==> config.mk <==
export PLATFORM = sky130hd
export DESIGN_NAME = fls_fault_log
export DESIGN_NICKNAME = d
export VERILOG_FILES = /design/src/rtl/fls_fault_log.v
export VERILOG_INCLUDE_DIRS = /design/src /design/src/common
export SDC_FILE = /design/constraint.sdc
export NUM_CORES = 1
export LEC_CHECK = 0
export BUFFER_PORTS_ARGS = -buffer_cell sky130_fd_sc_hd__buf_2
export CAP_MARGIN = 20
export CORE_MARGIN = 8
export CORE_UTILIZATION = 40
export DETAILED_ROUTE_END_ITERATION = 8
export PLACE_DENSITY = 0.7
export SKIP_CTS_REPAIR_TIMING = 1
export SYNTH_ARGS = -nofsm -noshare
export SYNTH_HDL_FRONTEND = slang
export SYNTH_SLANG_ARGS = --single-unit
==> constraint.sdc <==
create_clock -name clk -period 30.8 [get_ports clk]
set_input_delay 3.08 -clock clk [delete_from_list [all_inputs] [get_ports clk]]
set_output_delay 3.08 -clock clk [all_outputs]
set_load 0.005 [all_outputs]
==> src/common/fls_defs.vh <==
// Constants for the fault log and statistics block
`ifndef FLS_DEFS_VH
`define FLS_DEFS_VH
// Register byte offsets
`define FLS_A_CTRL 6'h00
`define FLS_A_DISP 6'h04
`define FLS_A_STAT 6'h08
`define FLS_A_HIST0 6'h0C
`define FLS_A_HIST1 6'h10
`define FLS_A_HIST2 6'h14
`define FLS_A_HIST3 6'h18
`define FLS_A_HIST4 6'h1C
`define FLS_A_TSTART 6'h20
`define FLS_A_RSTART 6'h24
`define FLS_A_THOURS 6'h28
`define FLS_A_RHOURS 6'h2C
// Control register fields
`define FLS_C_CLR_LOG 0
`define FLS_C_CLR_STARTS 1
`define FLS_C_CLR_HOURS 2
`define FLS_C_KEY_EN 3
`define FLS_C_AUTO_RST 4
`define FLS_C_SW_RST 5
`define FLS_C_BLANK_LO 8
`define FLS_C_BLANK_HI 15
// Status register fields
`define FLS_S_ACTIVE 16
// Fault codes
`define FLS_F_NONE 5'h00
`define FLS_F_PHASE_LOSS 5'h01
`define FLS_F_PHASE_SEQ 5'h02
`define FLS_F_IMBALANCE 5'h03
`define FLS_F_OVERLOAD 5'h04
`define FLS_F_UNDERLOAD 5'h05
`define FLS_F_PEAK 5'h06
`define FLS_F_HEATSINK 5'h07
`define FLS_F_THERMISTOR 5'h08
`define FLS_F_SHEAR 5'h09
`define FLS_F_OVERVOLT 5'h0A
`define FLS_F_UNDERVOLT 5'h0B
`define FLS_F_STARTS 5'h0C
`define FLS_F_MEMORY 5'h0D
`define FLS_F_SCR1 5'h0E
`define FLS_F_SCR2 5'h0F
`define FLS_F_SCR3 5'h10
`define FLS_F_SCR_ANY 5'h11
`define FLS_F_SLOW_LONG 5'h12
`define FLS_F_SLOW_NA 5'h13
`define FLS_F_COMMS 5'h14
`define FLS_F_EXTERNAL 5'h15
`define FLS_F_DIP 5'h16
`define FLS_F_SWELL 5'h17
`define FLS_F_HI_PRESS 5'h18
`define FLS_F_LO_PRESS 5'h19
`define FLS_F_NO_FLOW 5'h1A
`define FLS_F_NO_WATER 5'h1B
// Status codes
`define FLS_ST_READY 5'h00
`define FLS_ST_ITQ 5'h01
`define FLS_ST_DCB 5'h08
`define FLS_ST_FAULT 5'h11
`define FLS_ST_MAX 5'h19
// Counting limits
`define FLS_LAST_SLOT 3'h4
`define FLS_LAST_SEC 6'h3B
`define FLS_LAST_MIN 6'h3B
`define FLS_MAX_HOURS 17'h1_869F
// AXI responses
`define FLS_RESP_OK 2'h0
`define FLS_RESP_ERR 2'h2
`endif

==> src/rtl/fls_fault_log.v <==
// Fault log, fault display and start and hour statistics with an AXI4-Lite register slave
`include "fls_defs.vh"
`default_nettype none
module fls_fault_log #(
  parameter SEC_CYCLES = 125000000
) (
  input wire clk,
  input wire rst,
  input wire clk_en,
  input wire [5:0] s_axi_awaddr,
  input wire s_axi_awvalid,
  output wire s_axi_awready,
  input wire [31:0] s_axi_wdata,
  input wire [3:0] s_axi_wstrb,
  input wire s_axi_wvalid,
  output wire s_axi_wready,
  output reg [1:0] s_axi_bresp,
  output reg s_axi_bvalid,
  input wire s_axi_bready,
  input wire [5:0] s_axi_araddr,
  input wire s_axi_arvalid,
  output wire s_axi_arready,
  output reg [31:0] s_axi_rdata,
  output reg [1:0] s_axi_rresp,
  output reg s_axi_rvalid,
  input wire s_axi_rready,
  input wire [27:1] trip_req,
  input wire [4:0] op_status,
  input wire start_pulse,
  input wire motor_running,
  input wire [15:0] avg_current,
  input wire [15:0] avg_voltage,
  input wire stop_key_pin,
  input wire ext_reset_pin,
  input wire detail_key_pin,
  output reg fault_active,
  output reg fault_led,
  output reg fault_banner,
  output reg [2:0] disp_pos,
  output reg [4:0] disp_code,
  output reg [4:0] disp_status,
  output reg disp_detail,
  output reg disp_sep_colon,
  output reg [15:0] disp_current,
  output reg [15:0] disp_voltage
);

  // Lowest set cause wins so one code is logged per trip
  function [4:0] fls_encode;
    input [27:1] v;
    integer i;
    begin
      fls_encode = `FLS_F_NONE;
      for (i = 27; i >= 1; i = i - 1)
        if (v[i])
          fls_encode = i[4:0];
    end
  endfunction

  // Hour counter step: minutes roll into hours, hours saturate
  function [22:0] fls_tick_hours;
    input [22:0] hm;
    begin
      if (hm[5:0] != `FLS_LAST_MIN)
        fls_tick_hours = {hm[22:6], hm[5:0] + 6'h01};
      else if (hm[22:6] != `FLS_MAX_HOURS)
        fls_tick_hours = {hm[22:6] + 17'h0_0001, 6'h00};
      else
        fls_tick_hours = hm;
    end
  endfunction

  reg [2:0] sync_a, sync_b, disp_sel;
  reg detail_q, key_en, auto_rst, sw_reset, aw_got, w_got, next_rerr;
  reg [9:0] hist [0:4];
  reg [7:0] blank_s, blank_cnt;
  reg [26:0] presc;
  reg [5:0] sec_cnt, aw_addr;
  reg [31:0] total_start_count, resettable_start_count, w_data, next_rdata;
  reg [22:0] total_run_hours, resettable_run_hours;
  reg clear_fault_log_ctrl, clear_start_count_ctrl, clear_run_hours_ctrl;
  reg [3:0] w_strb;
  integer k;

  wire sec_tick = ({5'h00, presc} == SEC_CYCLES - 1); // Compared at full width so no period bit is lost
  wire min_tick = sec_tick && (sec_cnt == `FLS_LAST_SEC);
  wire stop_key = sync_b[0];
  wire ext_reset = sync_b[1];
  wire detail_edge = sync_b[2] && !detail_q;
  wire wr_go = aw_got && w_got && !s_axi_bvalid;

  // Pressure trips need a running motor, flow trip waits out the blanking
  wire [27:1] trip_live = {trip_req[27], trip_req[26] && (blank_cnt == 8'h00),
                           trip_req[25:24] & {2{motor_running}}, trip_req[23:1]};
  wire [4:0] trip_code = fls_encode(trip_live);
  wire new_fault = (trip_code != `FLS_F_NONE) && !fault_active;
  wire [4:0] st_code = (op_status > `FLS_ST_MAX) ? `FLS_ST_FAULT : op_status;
  wire clear_req = (stop_key && key_en) || ext_reset || sw_reset;

  // AXI handshakes: one outstanding write and one read
  assign s_axi_awready = !aw_got && !s_axi_bvalid;
  assign s_axi_wready = !w_got && !s_axi_bvalid;
  assign s_axi_arready = !s_axi_rvalid;

  // Pins from the keypad and terminals cross two flops first
  always @(posedge clk or posedge rst)
  begin
    if (rst)
    begin
      sync_a <= 3'h0;
      sync_b <= 3'h0;
      detail_q <= 1'b0;
    end
    else if (clk_en)
    begin
      sync_a <= {detail_key_pin, ext_reset_pin, stop_key_pin};
      sync_b <= sync_a;
      detail_q <= sync_b[2];
    end
  end

  // Read mux; unmapped offsets answer SLVERR with zero data
  always @*
  begin
    next_rdata = 32'h0000_0000;
    next_rerr = 1'b0;
    if (s_axi_araddr == `FLS_A_CTRL)
      next_rdata = {16'h0000, blank_s, 2'h0, sw_reset, auto_rst, key_en, clear_run_hours_ctrl,
                    clear_start_count_ctrl, clear_fault_log_ctrl};
    else if (s_axi_araddr == `FLS_A_DISP)
      next_rdata = {29'h0000_0000, disp_sel};
    else if (s_axi_araddr == `FLS_A_STAT)
      next_rdata = {15'h0000, fault_active, 3'h0, hist[0][9:5], 3'h0, hist[0][4:0]};
    else if (s_axi_araddr == `FLS_A_HIST0)
      next_rdata = {19'h0_0000, hist[0][9:5], 3'h0, hist[0][4:0]};
    else if (s_axi_araddr == `FLS_A_HIST1)
      next_rdata = {19'h0_0000, hist[1][9:5], 3'h0, hist[1][4:0]};
    else if (s_axi_araddr == `FLS_A_HIST2)
      next_rdata = {19'h0_0000, hist[2][9:5], 3'h0, hist[2][4:0]};
    else if (s_axi_araddr == `FLS_A_HIST3)
      next_rdata = {19'h0_0000, hist[3][9:5], 3'h0, hist[3][4:0]};
    else if (s_axi_araddr == `FLS_A_HIST4)
      next_rdata = {19'h0_0000, hist[4][9:5], 3'h0, hist[4][4:0]};
    else if (s_axi_araddr == `FLS_A_TSTART)
      next_rdata = total_start_count;
    else if (s_axi_araddr == `FLS_A_RSTART)
      next_rdata = resettable_start_count;
    else if (s_axi_araddr == `FLS_A_THOURS)
      next_rdata = {7'h00, total_run_hours[22:6], 2'h0, total_run_hours[5:0]};
    else if (s_axi_araddr == `FLS_A_RHOURS)
      next_rdata = {7'h00, resettable_run_hours[22:6], 2'h0, resettable_run_hours[5:0]};
    else
      next_rerr = 1'b1;
  end

  // Read channel: data one cycle after the address is taken
  always @(posedge clk or posedge rst)
  begin
    if (rst)
    begin
      s_axi_rvalid <= 1'b0;
      s_axi_rdata <= 32'h0000_0000;
      s_axi_rresp <= `FLS_RESP_OK;
    end
    else if (clk_en)
    begin
      if (s_axi_arvalid && !s_axi_rvalid)
      begin
        s_axi_rvalid <= 1'b1;
        s_axi_rdata <= next_rdata;
        s_axi_rresp <= next_rerr ? `FLS_RESP_ERR : `FLS_RESP_OK;
      end
      else if (s_axi_rready)
        s_axi_rvalid <= 1'b0;
    end
  end

  // Write channel and register file; address and data may come in either order
  always @(posedge clk or posedge rst)
  begin
    if (rst)
    begin
      aw_got <= 1'b0;
      w_got <= 1'b0;
      aw_addr <= 6'h00;
      w_data <= 32'h0000_0000;
      w_strb <= 4'h0;
      s_axi_bvalid <= 1'b0;
      s_axi_bresp <= `FLS_RESP_OK;
      key_en <= 1'b1;
      auto_rst <= 1'b0;
      blank_s <= 8'h00;
      disp_sel <= 3'h0;
      clear_fault_log_ctrl <= 1'b0;
      clear_start_count_ctrl <= 1'b0;
      clear_run_hours_ctrl <= 1'b0;
      sw_reset <= 1'b0;
    end
    else if (clk_en)
    begin
      // One-shot controls drop back to no after their single cycle
      clear_fault_log_ctrl <= 1'b0;
      clear_start_count_ctrl <= 1'b0;
      clear_run_hours_ctrl <= 1'b0;
      sw_reset <= 1'b0;
      if (s_axi_awvalid && s_axi_awready)
      begin
        aw_got <= 1'b1;
        aw_addr <= s_axi_awaddr;
      end
      if (s_axi_wvalid && s_axi_wready)
      begin
        w_got <= 1'b1;
        w_data <= s_axi_wdata;
        w_strb <= s_axi_wstrb;
      end
      if (s_axi_bvalid && s_axi_bready)
        s_axi_bvalid <= 1'b0;
      if (wr_go)
      begin
        aw_got <= 1'b0;
        w_got <= 1'b0;
        s_axi_bvalid <= 1'b1;
        s_axi_bresp <= `FLS_RESP_OK;
        if (aw_addr == `FLS_A_CTRL)
        begin
          if (w_strb[0])
          begin
            clear_fault_log_ctrl <= w_data[`FLS_C_CLR_LOG];
            clear_start_count_ctrl <= w_data[`FLS_C_CLR_STARTS];
            clear_run_hours_ctrl <= w_data[`FLS_C_CLR_HOURS];
            key_en <= w_data[`FLS_C_KEY_EN];
            auto_rst <= w_data[`FLS_C_AUTO_RST];
            sw_reset <= w_data[`FLS_C_SW_RST];
          end
          if (w_strb[1])
            blank_s <= w_data[`FLS_C_BLANK_HI:`FLS_C_BLANK_LO];
        end
        else if ((aw_addr == `FLS_A_DISP) && w_strb[0] && (w_data[2:0] <= `FLS_LAST_SLOT))
          disp_sel <= w_data[2:0]; // Out-of-range slots are ignored rather than wrapped
        else if (aw_addr[5:2] > (`FLS_A_RHOURS >> 2))
          s_axi_bresp <= `FLS_RESP_ERR;
      end
      // A trip overrides any slot the operator had chosen
      if (new_fault)
        disp_sel <= 3'h0;
    end
  end

  // Fault state, history and frozen readings
  always @(posedge clk or posedge rst)
  begin
    if (rst)
    begin
      fault_active <= 1'b0;
      fault_led <= 1'b0;
      fault_banner <= 1'b0;
      disp_current <= 16'h0000;
      disp_voltage <= 16'h0000;
      for (k = 0; k < 5; k = k + 1)
        hist[k] <= 10'h000;
    end
    else if (clk_en)
    begin
      // A new trip wins over a reset that lands in the same cycle
      if (new_fault)
      begin
        fault_active <= 1'b1;
        fault_led <= 1'b1;
        fault_banner <= 1'b1;
      end
      else if (clear_req)
      begin
        fault_active <= 1'b0;
        fault_led <= 1'b0;
        fault_banner <= 1'b0;
      end
      // Readings track live values until a trip, then hold
      if (!fault_active)
      begin
        disp_current <= avg_current;
        disp_voltage <= avg_voltage;
      end
      if (clear_fault_log_ctrl)
        for (k = 0; k < 5; k = k + 1)
          hist[k] <= 10'h000;
      else if (new_fault)
        for (k = 4; k > 0; k = k - 1)
          hist[k] <= hist[k - 1];
      if (new_fault)
        hist[0] <= {st_code, trip_code};
    end
  end

  // Display outputs come from flops; detail key toggles the numeric view
  always @(posedge clk or posedge rst)
  begin
    if (rst)
    begin
      disp_pos <= 3'h1;
      disp_code <= `FLS_F_NONE;
      disp_status <= `FLS_ST_READY;
      disp_detail <= 1'b0;
      disp_sep_colon <= 1'b0;
    end
    else if (clk_en)
    begin
      disp_pos <= disp_sel + 3'h1;
      disp_code <= hist[disp_sel][4:0];
      disp_status <= hist[disp_sel][9:5];
      disp_sep_colon <= auto_rst;
      if (new_fault)
        disp_detail <= 1'b0;
      else if (detail_edge)
        disp_detail <= !disp_detail;
    end
  end

  // Second prescaler and flow-switch blanking after a start
  always @(posedge clk or posedge rst)
  begin
    if (rst)
    begin
      presc <= 27'h000_0000;
      sec_cnt <= 6'h00;
      blank_cnt <= 8'h00;
    end
    else if (clk_en)
    begin
      presc <= sec_tick ? 27'h000_0000 : presc + 27'h000_0001;
      if (sec_tick)
        sec_cnt <= min_tick ? 6'h00 : sec_cnt + 6'h01;
      if (start_pulse)
        blank_cnt <= blank_s;
      else if (sec_tick && (blank_cnt != 8'h00))
        blank_cnt <= blank_cnt - 8'h01;
    end
  end

  // Start and run-time counters; only the second ones can be cleared
  always @(posedge clk or posedge rst)
  begin
    if (rst)
    begin
      total_start_count <= 32'h0000_0000;
      resettable_start_count <= 32'h0000_0000;
      total_run_hours <= 23'h00_0000;
      resettable_run_hours <= 23'h00_0000;
    end
    else if (clk_en)
    begin
      if (start_pulse)
        total_start_count <= total_start_count + 32'h0000_0001;
      if (start_pulse) // A start in the clear cycle still counts
        resettable_start_count <= clear_start_count_ctrl ? 32'h0000_0001
                                  : resettable_start_count + 32'h0000_0001;
      else if (clear_start_count_ctrl)
        resettable_start_count <= 32'h0000_0000;
      if (motor_running && min_tick)
        total_run_hours <= fls_tick_hours(total_run_hours);
      if (clear_run_hours_ctrl)
        resettable_run_hours <= 23'h00_0000;
      else if (motor_running && min_tick)
        resettable_run_hours <= fls_tick_hours(resettable_run_hours);
    end
  end

endmodule
`default_nettype wire

==> metrics.cfg <==
[outcome]
status = completed

[critical_path]
r2r_end = resettable_run_hours[20]
cp-start-kind = input pin
critPathKind = input pin to flip-flop
arrival_ns = 6.41
critPathCaptureType = flip-flop
r2r-start = presc[0]
rrSetupSlack_ns = 27.53
crit_start = clk_en
cp_max_fo = 46
endpoint = resettable_run_hours[20]
cp.required_ns = 31.25
reg2regPathDepth = 9

[timing]
period_needed_ns = 5.960
fin_skew_ns = 0.01900
fin_crit_sh = 0.1935
rsz0062_at_grt = no
max_freq_mhz = 167.8
tightest_slew_ns = 1.038
fin_tns_setup_ns = 0
drv_slew = 0
slew_headroom = 0.3052
holdWs_ns = 0.4675
final.setup.worst_slack_ns = 24.84
hold_viol = 0
setup_violations = 0

[global_route]
gr-usage-all-layers = 0.1864
grt_pass1_wl_um = 72710
grt_pass1_vias = 13377
antenna_found_initial = 1
grt_remaining_overflow = 0
grt_max_degree = 109

[floorplanning]
die_width_um = 218.9
start_util = 0.4042
row_count = 74
io-pin-count = 216
die-area_mm2 = 0.04791
coreArea_mm2 = 0.04074
die_h_um = 218.9

[logic_synthesis]
synthMuxAreaShare = 0.08837
synth_top_family_by_area = simple AND/OR/NAND/NOR gates
synth_adder_area_share = 0.008359
synth_compound_area_frac = 0.1418
yosys.area_share.simple = 0.1847
synth_flop_cell = dfrtp_1
yosys.area_share.xor_xnor = 0.04096
netlist_instances = 1623
synth.cell_area_mm2 = 0.01647
ys_seq_elements = 333
yosysWarningCount = 0
avgSynthCellArea_um2 = 10.15
yosysSeqAreaShare = 0.5062
ys_types = 71
async_flop_share = 1.000
synth_edf_count = 0

[power]
max-vdd-ir-drop_uv = 55.18
power.density_mw_per_mm2 = 67.99
power_leakage_nw = 8.791

[route]
vias = 13624
drt_iter0_markers = 1490
first_pass_iters = 6
viasPerCell = 5.797
drc_errors = 0
ant_nets = 0
finalWirelength_um = 45810
wl_per_cell_um = 19.49

[cells_and_area]
layout.cells.non_filler = 2350
antennaDiodeCount = 0
utilization = 0.4728
syn_to_final_growth_pct = 16.98
fin_nets = 1930
final_layout_size_suffix_gt1_frac = 0.2090

[worst_hold_path]
hp-class = flip-flop to flip-flop
min_from = disp_current[6]

[run]
cap_violations = 0

[clocking]
htree_levels = 2
cts_tree = yes
cts-root-buf = clkbuf_16
clock-sinks = 333
clk_pin_slew_ns = 0.06
clk_path_buf_depth = 3
clkLatencyLatePin_ns = 0.54
numCtsBuffers = 36

[place]
dpl_worst_slack_ns = 24.31
post-place-cells = 2285
globalplace.congestion = 0.8628
dp_hpwl_um = 32320
io_buffers = 193

[placed cells by master, fill, tap and decap left out, types with 11 or more instances in the layout]
cell       netlist  final
nor4_1          21     21
nand2_1        258    258
nand3_1         48     47
dfrtp_1        331    331
mux2i_1         25     25
o31ai_1         22     22
nor2b_1         15     15
a21oi_1         41     41
a22o_1          53     53
a221oi_1        16     16
nand4_1         36     36
buf_2            5    193
o21ai_0        133    133
nor2_1          99     98
xnor2_1         45     45
a31oi_1         16     16
mux2_2          51     51
mux4_2          28     28
and3_1          20     20
or4_1           14     14
xor2_1          32     32
ha_1            11     11
and4_1          12     12
and2_1          15     15
buf_4            4     25
nor3_1          30     30
clkbuf_16        0     37
inv_1           34     33
[per-layer routing]
| metal | track usage | up-vias | wire length (um) |
|---|---|---|---|
| met5 | 0 | - | 13 |
| met4 | 0.05338 | 2 | 1108 |
| met3 | 0.03566 | 83 | 3491 |
| met2 | 0.2875 | 521 | 21060 |
| met1 | 0.2651 | 6761 | 20130 |
| li1 | - | 6257 | - |
[how the worst min path moves through the flow]
| stage | slack [ns] | to | cells past startpoint |
|---|---|---|---|
| floorplan | 0.44 | total_start_count[31] | 1 |
| finish | 0.47 | disp_current[6] | 2 |
| global placement | 0.45 | disp_current[4] | 2 |
| detailed placement | 0.46 | disp_current[6] | 2 |
| global route | 0.48 | disp_current[6] | 2 |
| CTS | 0.47 | disp_current[6] | 2 |
[worst max-delay path: stages]
cell	delay (ns)
buf_2	0.07
buf_4	0.50
nand4_1	0.32
or4_1	0.72
nor4_4	0.29
buf_4	0.26
a21oi_1	0.23
buf_4	0.25
or4_1	0.50
a21oi_1	0.16
[Yosys cell counts (10+ instances only)]
library cell / n / area [um2]
xnor2_1: 45 / 394.1
nor2_1: 99 / 371.6
a222oi_1: 10 / 100.1
o21ai_0: 133 / 665.6
buf_1: 12 / 45.04
clkbuf_1: 67 / 251.5
a31oi_1: 16 / 100.1
a21oi_1: 41 / 205.2
nor2b_1: 15 / 93.84
nand2_1: 258 / 968.4
and2_1: 15 / 93.84
mux2_2: 51 / 574.3
mux2i_1: 25 / 250.2
ha_1: 11 / 137.6
and3_1: 20 / 125.1
nand4_1: 36 / 225.2
dfrtp_1: 331 / 8283
nor4_1: 21 / 131.4
a22o_1: 53 / 464.2
or4_1: 14 / 105.1
nor4b_1: 10 / 87.58
xor2_1: 32 / 280.3
inv_1: 34 / 127.6
and4_1: 12 / 105.1
o31ai_1: 22 / 165.2
nor3_1: 30 / 150.1
mux4_2: 28 / 630.6
nand3_1: 48 / 240.2
a221oi_1: 16 / 140.1
[flip-flops by register name, indices dropped and copies added, names as in the netlist, 3 cells and up]
name	cells
hist	50
resettable_start_count	32
s_axi_rdata	32
total_start_count	32
presc	27
resettable_run_hours	23
total_run_hours	23
disp_current	16
disp_voltage	16
w_data	14
blank_cnt	8
blank_s	8
aw_addr	6
sec_cnt	6
disp_code	5
disp_status	5
disp_pos	3
disp_sel	3
sync_a	3
sync_b	3
[metrics by stage]
step                      area [um2]  power (mW)
after floorplan                16470      0.7460
after global placement         17970      0.8409
after detailed placement       17980      0.8538
after CTS                      19220       1.317
after global routing           19260       1.371
final                          19260       1.309
[cells by family after synthesis]
| logic type | count (synthesis) |
|---|---|
| muxes | 104 |
| xor gates and xnor gates | 77 |
| adders and majority gates | 11 |
| AOI/OAI and AO/OA | 352 |
| other | 1 |
| buffers and inverters | 123 |
| and+or+nand+nor | 622 |
| DFF | 333 |
[where the power goes]
group / leakage (nW) / total (mW) / switching (mW) / internal [mW]
combinational: 3.81 / 0.240 / 0.123 / 0.117
sequential: 4.38 / 0.609 / 0.0835 / 0.526
clock: 0.601 / 0.460 / 0.182 / 0.278
[cell type report]
cell class	instances	area, um2
Clock buffer	45	985.9
Timing Repair Buffer	220	1186
Inverter	35	138.9
Fill cell	3766	21480
Tap cell	532	665.6
Clock inverter	17	254.0
Sequential cell	333	8335
Multi-Input combinational cell	1168	7695
Note: power is estimated with default switching activity, not from simulation.
